[src/include/fsp_pkg.sv]
// shared constants and types of the fifo serial port
package fsp_pkg;
  // register byte offsets
  localparam logic [7:0] OFF_CTRL0 = 8'h00;
  localparam logic [7:0] OFF_CTRL1 = 8'h04;
  localparam logic [7:0] OFF_FLAGS = 8'h08;
  localparam logic [7:0] OFF_LEAD  = 8'h0C;
  localparam logic [7:0] OFF_RXD   = 8'h10;
  localparam logic [7:0] OFF_TXD   = 8'h14;
  // reset values
  localparam logic [7:0] CTRL0_RST = 8'h10;
  localparam logic [7:0] CTRL1_RST = 8'hC0;
  localparam logic [7:0] FLAGS_RST = 8'h1F;
  localparam logic [7:0] LEAD_RST  = 8'h00;
  // field positions
  localparam int SEL_LSB  = 0;
  localparam int FRST_BIT = 3;
  localparam int IEN_LSB  = 5;
  localparam int CNT_LSB  = 0;
  localparam int RXGO_BIT = 4;
  localparam int TXGO_BIT = 5;
  localparam int FLG_LSB  = 5;
  // fifo size and full byte count
  localparam logic [3:0] FIFO_FULL = 4'h8;
  // half period of shift clock per select code, in clk_i cycles
  localparam logic [63:0] CLK_HALF_DEF = 64'h8040201008040201;
  // transfer sequencer states
  typedef enum logic [2:0] {
    S_IDLE = 3'b000,
    S_GAP  = 3'b001,
    S_LO   = 3'b010,
    S_HI   = 3'b011,
    S_WAIT = 3'b100,
    S_NEXT = 3'b101
  } fsp_state_e;
  // complete state of the port
  typedef struct packed {
    fsp_state_e      st;
    logic [2:0]      sel;
    logic [2:0]      ien;
    logic [3:0]      rx_cnt;
    logic            rx_go;
    logic            tx_go;
    logic [2:0]      flg;
    logic [7:0]      lead;
    logic [7:0][7:0] mem;
    logic [2:0]      wp;
    logic [2:0]      rp;
    logic [3:0]      cnt;
    logic [7:0]      sh;
    logic [2:0]      bit_i;
    logic [3:0]      byte_n;
    logic            is_addr;
    logic            is_rx;
    logic [7:0]      div;
    logic            sclk;
    logic            serial_data_out;
    logic            cs_n;
    logic            rw;
    logic            serial_data_in_m;
    logic            serial_data_in_s;
    logic            wait_m;
    logic            wait_s;
    logic            irq_m;
    logic            irq_s;
    logic            irq_d;
    logic            ack;
    logic [7:0]      rdat;
  } fsp_state_s;
endpackage

[src/rtl/fsp_fifo_serial_port.sv]
// fifo serial port: wishbone slave, byte fifo and serial sequencer
//
// Chosen here: the Wishbone register port and the register addresses.
`timescale 1ns/100ps
module fsp_fifo_serial_port
  import fsp_pkg::*;
#(
  parameter logic [63:0] CLK_HALF = CLK_HALF_DEF
) (
  // clock and reset
  input  wire logic        clk_i,
  input  wire logic        rst_i,
  // wishbone slave
  input  wire logic        wb_cyc_i,
  input  wire logic        wb_stb_i,
  input  wire logic        wb_we_i,
  input  wire logic [7:0]  wb_adr_i,
  input  wire logic [3:0]  wb_sel_i,
  input  wire logic [31:0] wb_dat_i,
  output logic      [31:0] wb_dat_o,
  output logic             wb_ack_o,
  // serial link to partner
  output logic             sclk_o,
  output logic             serial_data_out_o,
  input  wire logic        serial_data_in_i,
  output logic             cs_n_o,
  output logic             read_write_ctl_o,
  input  wire logic        busy_i,
  input  wire logic        partner_irq_in_i,
  // interrupt request
  output logic             irq_o
);

  fsp_state_s r;        // registered state
  fsp_state_s n;        // next state
  logic       acc;      // new bus access this cycle
  logic       wr;       // write to low byte lane
  logic       push;     // fifo push request
  logic       pop;      // fifo pop request
  logic [7:0] pdat;     // byte to push
  logic       fclr;     // fifo pointer clear
  logic       abort_c;  // transfer aborted by software
  logic       done_c;   // transfer finished
  logic       expire;   // half period elapsed
  logic [7:0] h;        // half period for selected clock
  logic [3:0] rx_len;   // decoded receive length
  logic       dn_pu;    // push really happens
  logic       dn_po;    // pop really happens

  // next state: bus, synchronisers, sequencer, fifo
  always_comb begin
    n       = r;
    push    = 1'b0;
    pop     = 1'b0;
    pdat    = 8'h00;
    fclr    = 1'b0;
    abort_c = 1'b0;
    done_c  = 1'b0;
    h       = CLK_HALF[{r.sel, 3'h0} +: 8];
    rx_len  = r.rx_cnt[3] ? FIFO_FULL : {1'b0, r.rx_cnt[2:0]};
    expire  = (r.div == 8'h01);
    acc     = wb_cyc_i & wb_stb_i & ~r.ack;
    wr      = acc & wb_we_i & wb_sel_i[0];
    // two-stage pin synchronisers and edge history
    n.serial_data_in_m = serial_data_in_i;
    n.serial_data_in_s = r.serial_data_in_m;
    n.wait_m = busy_i;
    n.wait_s = r.wait_m;
    n.irq_m  = partner_irq_in_i;
    n.irq_s  = r.irq_m;
    n.irq_d  = r.irq_s;
    // bus answer one cycle after the strobe
    n.ack  = acc;
    n.rdat = 8'h00;
    if (acc) begin
      case (wb_adr_i)
        OFF_CTRL0: begin
          n.rdat = {r.ien, CTRL0_RST[4], 1'b0, r.sel};
          if (wr) begin
            n.sel = wb_dat_i[SEL_LSB +: 3];
            n.ien = wb_dat_i[IEN_LSB +: 3];
            fclr  = wb_dat_i[FRST_BIT];
          end
        end
        OFF_CTRL1: begin
          n.rdat = {CTRL1_RST[7:6], r.tx_go, r.rx_go, r.rx_cnt};
          if (wr) begin
            n.rx_cnt = wb_dat_i[CNT_LSB +: 4];
            n.rx_go  = wb_dat_i[RXGO_BIT];
            n.tx_go  = wb_dat_i[TXGO_BIT];
          end
        end
        OFF_FLAGS: begin
          n.rdat = {r.flg, FLAGS_RST[4:0]};
          // writing zero clears a flag, one leaves it
          if (wr) begin
            n.flg = r.flg & wb_dat_i[FLG_LSB +: 3];
          end
        end
        OFF_LEAD: begin
          n.rdat = r.lead;
          if (wr) begin
            n.lead = wb_dat_i[7:0];
          end
        end
        OFF_RXD: begin
          // oldest byte, popped by the read
          n.rdat = r.mem[r.rp];
          pop    = ~wb_we_i;
        end
        OFF_TXD: begin
          push = wr;
          pdat = wb_dat_i[7:0];
        end
        default: begin
          n.rdat = 8'h00;                               // unmapped reads zero
        end
      endcase
    end
    // partner interrupt rising edge, set wins over clear
    if (r.irq_s & ~r.irq_d) begin
      n.flg[0] = 1'b1;
    end
    // half period counter
    // counts down to one and is reloaded by the state that consumes the expiry,
    // except after a byte's last bit, which S_NEXT reloads; so each shift clock half
    // lasts h cycles, except the high between bytes, which also spans the gap
    if (r.st != S_IDLE && !expire) begin
      n.div = r.div - 8'h01;
    end
    // abort when the running direction's start bit is cleared
    if (r.st != S_IDLE && !(r.is_rx ? n.rx_go : n.tx_go)) begin
      abort_c = 1'b1;
      n.st    = S_IDLE;
      n.cs_n  = 1'b1;
      n.rw    = 1'b1;
      n.sclk  = 1'b1;
    end else begin
      case (r.st)
        S_IDLE: begin
          // start: select low, lead address loaded first
          if (n.tx_go | n.rx_go) begin
            n.is_rx   = ~n.tx_go;
            n.cs_n    = 1'b0;
            n.rw      = ~n.tx_go;
            n.sh      = r.lead;
            n.is_addr = 1'b1;
            n.byte_n  = 4'h0;
            n.div     = h;
            n.st      = S_GAP;
          end
        end
        S_GAP: begin
          // idle gap done: first falling edge drives bit 0
          if (expire) begin
            n.sclk  = 1'b0;
            n.serial_data_out = r.sh[0];
            n.bit_i = 3'h0;
            n.div   = h;
            n.st    = S_LO;
          end
        end
        S_LO: begin
          // rising edge: sample receive data lsb first
          if (expire) begin
            n.sclk = 1'b1;
            if (r.is_rx & ~r.is_addr) begin
              n.sh = {r.serial_data_in_s, r.sh[7:1]};
            end
            n.div = h;
            n.st  = S_HI;
          end
        end
        S_HI: begin
          if (expire) begin
            if (r.bit_i == 3'h7) begin
              // whole byte shifted
              if (r.is_addr) begin
                n.is_addr = 1'b0;
                n.st      = S_WAIT;
              end else begin
                if (r.is_rx) begin
                  push     = 1'b1;
                  pdat     = r.sh;
                  n.byte_n = r.byte_n + 4'h1;
                end
                n.st = S_NEXT;
              end
            end else begin
              // falling edge: next bit out
              n.bit_i = r.bit_i + 3'h1;
              n.sclk  = 1'b0;
              n.div   = h;
              n.st    = S_LO;
              if (!(r.is_rx & ~r.is_addr)) begin
                n.sh    = {1'b0, r.sh[7:1]};
                n.serial_data_out = r.sh[1];
              end
            end
          end
        end
        S_WAIT: begin
          // hold while the partner reports busy
          if (!r.wait_s) begin
            n.st = S_NEXT;
          end
        end
        S_NEXT: begin
          if (r.is_rx) begin
            if (r.byte_n == rx_len) begin
              done_c = 1'b1;
            end else begin
              n.div = h;
              n.st  = S_GAP;
            end
          end else if (r.cnt != 4'h0) begin
            pop   = 1'b1;
            n.sh  = r.mem[r.rp];
            n.div = h;
            n.st  = S_GAP;
          end else begin
            done_c = 1'b1;
          end
        end
        default: begin
          n.st = S_IDLE;
        end
      endcase
    end
    // completion: release pins, clear start, set sticky flag
    if (done_c) begin
      n.st   = S_IDLE;
      n.cs_n = 1'b1;
      n.rw   = 1'b1;
      if (r.is_rx) begin
        n.rx_go  = 1'b0;
        n.flg[1] = 1'b1;
      end else begin
        n.tx_go  = 1'b0;
        n.flg[2] = 1'b1;
      end
    end
    // fifo update, full push and empty pop ignored
    // pointers wrap at eight; the separate count tells full from empty,
    // which equal pointers alone could not
    dn_pu = push & (r.cnt != FIFO_FULL);
    dn_po = pop & (r.cnt != 4'h0);
    if (dn_pu) begin
      n.mem[r.wp] = pdat;
      n.wp        = r.wp + 3'h1;
    end
    if (dn_po) begin
      n.rp = r.rp + 3'h1;
    end
    n.cnt = r.cnt + {3'h0, dn_pu} - {3'h0, dn_po};
    if (fclr | abort_c) begin
      n.wp  = 3'h0;
      n.rp  = 3'h0;
      n.cnt = 4'h0;
    end
  end

  // state register with synchronous reset
  // link pins start released: select and rw high, shift clock parked high
  always_ff @(posedge clk_i) begin
    if (rst_i) begin
      r        <= '0;
      r.sel    <= CTRL0_RST[2:0];
      r.ien    <= CTRL0_RST[7:5];
      r.rx_cnt <= CTRL1_RST[3:0];
      r.flg    <= FLAGS_RST[7:5];
      r.lead   <= LEAD_RST;
      r.sclk   <= 1'b1;
      r.cs_n   <= 1'b1;
      r.rw     <= 1'b1;
    end else begin
      r <= n;
    end
  end

  // outputs
  assign wb_dat_o          = {24'h000000, r.rdat};
  assign wb_ack_o          = r.ack;
  assign sclk_o            = r.sclk;
  assign serial_data_out_o = r.serial_data_out;
  assign cs_n_o            = r.cs_n;
  assign read_write_ctl_o  = r.rw;
  assign irq_o             = |(r.flg & r.ien);
endmodule // fsp_fifo_serial_port

[config.mk]
export PLATFORM = sky130hd
export DESIGN_NAME = fsp_fifo_serial_port
export DESIGN_NICKNAME = d
export VERILOG_FILES = /design/src/include/fsp_pkg.sv /design/src/rtl/fsp_fifo_serial_port.sv
export SDC_FILE = /design/constraint.sdc
export NUM_CORES = 1
export LEC_CHECK = 0
export BUFFER_PORTS_ARGS = -buffer_cell sky130_fd_sc_hd__buf_2
export CORE_ASPECT_RATIO = 1.5
export CORE_MARGIN = 2
export CORE_UTILIZATION = 63
export CTS_CLUSTER_SIZE = 14
export DETAILED_ROUTE_END_ITERATION = 10
export PLACE_DENSITY = 0.85
export RECOVER_POWER = 100
export REMOVE_ABC_BUFFERS = 1
export SYNTH_ARGS = -nofsm -noshare
export SYNTH_HDL_FRONTEND = slang
export SYNTH_SLANG_ARGS = --single-unit
[constraint.sdc]
create_clock -name clk_i -period 7.4 [get_ports clk_i]
set_input_delay 0.37 -clock clk_i [delete_from_list [all_inputs] [get_ports clk_i]]
set_output_delay 0.37 -clock clk_i [all_outputs]
set_load 0.005 [all_outputs]
==> impl_metrics.toml <==
[status]
status = "finished, violations left"
failed_checks = "max-capacitance violations, max-slew violations"

[min_path]
whs_endpoint = "n[12]$_SDFF_PP0_"
hold_class = "in -> reg"
hp-start = "busy_i"
whs_path_depth = 2

[sta]
fin_skew_ns = 0.00968
setup_violations = 0
timing.fmax_mhz = 231
rsz0062_at_grt = "no"
post-route-min-period_ns = 4.33
setup_slack_ns = 3.07
worst_slew_margin_rel_pct = -147
finalHoldViolCount = 0
tns_ns = 0
fin_crit_sh_pct = 58.6
slew_viol_final = 88
tightestPinTransition_ns = 3.70

[worst_setup_path]
crit_type = "in -> reg"
rr_worst_depth = 12
critical_path.max_fanout = 87
rrSetupSlack_ns = 3.27
cp-start-kind = "input pin"
r2r_start = "wb_ack_o$_SDFF_PP0_"
reg2reg_to = "r[47]$_SDFF_PP0_"
arrival_ns = 4.63
crit_path_end_kind = "flip-flop"
worstPathRequired_ns = 7.70

[floorplan]
die-area_um2 = 13000
core_um2 = 11900
fp-row-count = 49
io_pins = 90
die_y_um = 139
die_x_um = 93.7
start_util_pct = 63.9

[grt]
overflow = 0
grt_start_max_net_pins = 88
grt_pass1_wl_mm = 31.7
grt_pass1_vias = 6498
antenna_found_initial = 0
grt_usage_pct = 31.2

[yosys]
ys_types = 63
yosys_warnings = 0
synth_top_area_share_pct = 38.2
synth_area_per_cell_um2 = 8.66
synth_edf_count = 0
synth_top_area_cell = "dfxtp_1"
synth_area_leaders = "dfxtp_1 (38%), o32ai_1 (7.6%), mux4_2 (5.0%), a21oi_1 (4.4%), inv_1 (4.1%)"
synthesis.instances = 878
ys_ff_latch = 145
synth_async_sr_flop_share_pct = 0
ys_seq_area_share_pct = 38.2
ys_dominant_reg_cell = "dfxtp_1"
syn_area_um2 = 7600

[clock_tree]
clk_pin_slew_ns = 0.06
htree_levels = 4
clk_root_buffer_cell = "clkbuf_16"
cts_resized = 0
post-cts-setup-buffer-count = 0
cts_tree = "built"
clock_latency_ns = 0.43
cts_hold_buf = 0
clock-sinks = 145
cts_buffers = 17
cts.path.max_buffers = 2

[final_layout]
fill_cells = 950
nets = 945
drive_gt1_share_pct = 12.0
final_cell_mix = "dfxtp_1 (145), inv_1 (83), nand2_1 (74)"
layout_commonest_cell = "dfxtp_1"
area_growth_syn_to_layout_pct = 7.80
diodes = 0

[power]
leakage_nw = 2.71
power_density_nw_per_um2 = 205
p_total_mw = 1.68
peakVddDrop_mv = 0.166

[routing]
drc = 0
post_drt_wl_per_cell_um = 18.9
vias = 6710
dr.pass1.iters = 5
viasPerCell = 6.43
routed_wirelength_mm = 19.8
dr.first_iter.drc_count = 553
ant_nets = 0

[placement]
portBuffers = 38
dpl.hpwl_mm = 13.9
place_ws_ns = 3.77
gp_congestion = 0.962

[flow_run]
maxCapViolCount = 1
sequential cells by signal, summed over array words and instances, names as in the netlist:
| register | flops |
|---|---|
| cs_n_o | 1 |
| n | 4 |
| r | 128 |
| read_write_ctl_o | 1 |
| sclk_o | 1 |
| serial_data_out_o | 1 |
| wb_ack_o | 1 |
| wb_dat_o | 8 |
synthesized netlist by cell type, types with 5 or more instances:
master and n:
inv_1 83, nor3_2 6, o32ai_1 66, a21oi_1 67, mux2_2 9, or3_1 15, nor4_1 7, o21ai_0 27
or4_1 8, nor2b_1 12, mux2i_1 26, nand2b_1 17, ha_1 13, nand4_1 5, nor3_1 15, o22ai_1 5
mux4_2 17, dfxtp_1 145, nor3b_1 8, nand2_1 74, xnor2_1 8, buf_4 33, nor2_1 66, a211oi_1 5
nand3_1 17, clkbuf_1 44
power breakdown:
group / leakage (nW) / internal [mW] / switching, mW
sequential: 1.17 / 0.784 / 0.00347
combinational: 1.27 / 0.0197 / 0.0445
clock: 0.273 / 0.477 / 0.349
total: 2.71 / 1.28 / 0.397
cell families (layout without fill, tap and decap cells):
group	Yosys count	after routing	share of synthesized area [%]
compound gates	215	215	19.5
fa+ha+maj	14	14	2.40
buf+inv	168	158	10.1
other cells	1	24	0.0493
xor+xnor	9	9	1.04
simple gates	273	273	18.8
flops	145	145	38.2
mux	53	53	9.99
stage by stage:
step	cells	instance area (µm²)	hold slack, ns	utilization [%]
finish	1044	8190	0.147	68.9
global route	1044	8190	0.175	68.9
CTS	1044	8230	0.145	69.2
detailed placement	1013	7670	0.423	64.5
global placement	1013	7670	0.418	64.5
floorplan	816	7230	0.414	-
layer usage:
metal / part of all wire [%] / vias to the layer above / global-route usage [%]
met4: 7.5 / 0 / 21.1
met3: 5.1 / 113 / 5.50
li1: - / 3126 / -
met1: 35 / 3182 / 32.9
met2: 53 / 289 / 55.3
met5: 0 / - / 0
cell type report:
| type | count | area (µm²) | share of cell area, % |
|---|---|---|---|
| Clock buffer | 19 | 443 | 5.41 |
| Clock inverter | 12 | 123 | 1.50 |
| Inverter | 83 | 312 | 3.80 |
| Multi-Input combinational cell | 588 | 4010 | 48.9 |
| Sequential cell | 145 | 2900 | 35.4 |
| Tap cell | 153 | 191 | 2.34 |
| Timing Repair Buffer | 44 | 214 | 2.61 |
critical path: stages:
cell	delay (ns)
buf_4	0.40
clkbuf_1	2.65
a21oi_1	0.49
nand2_1	0.57
nor2_1	0.09
how the worst max path moves through the flow:
stage                      from                 end  cells past startpoint
6_report                  rst_i  r[50]$_SDFFE_PP0P_                      5
5_1_grt                   rst_i  r[52]$_SDFFE_PP0P_                      5
4_1_cts        r[23]$_SDFF_PP0_  r[92]$_SDFFE_PP0P_                      6
3_5_place_dp        wb_adr_i[2]    r[48]$_SDFF_PP0_                     14
3_3_place_gp        wb_adr_i[2]    r[48]$_SDFF_PP0_                     14
2_1_floorplan       wb_adr_i[5]    r[47]$_SDFF_PP0_                     11
No activity file was read; power rests on OpenSTA's default activity.
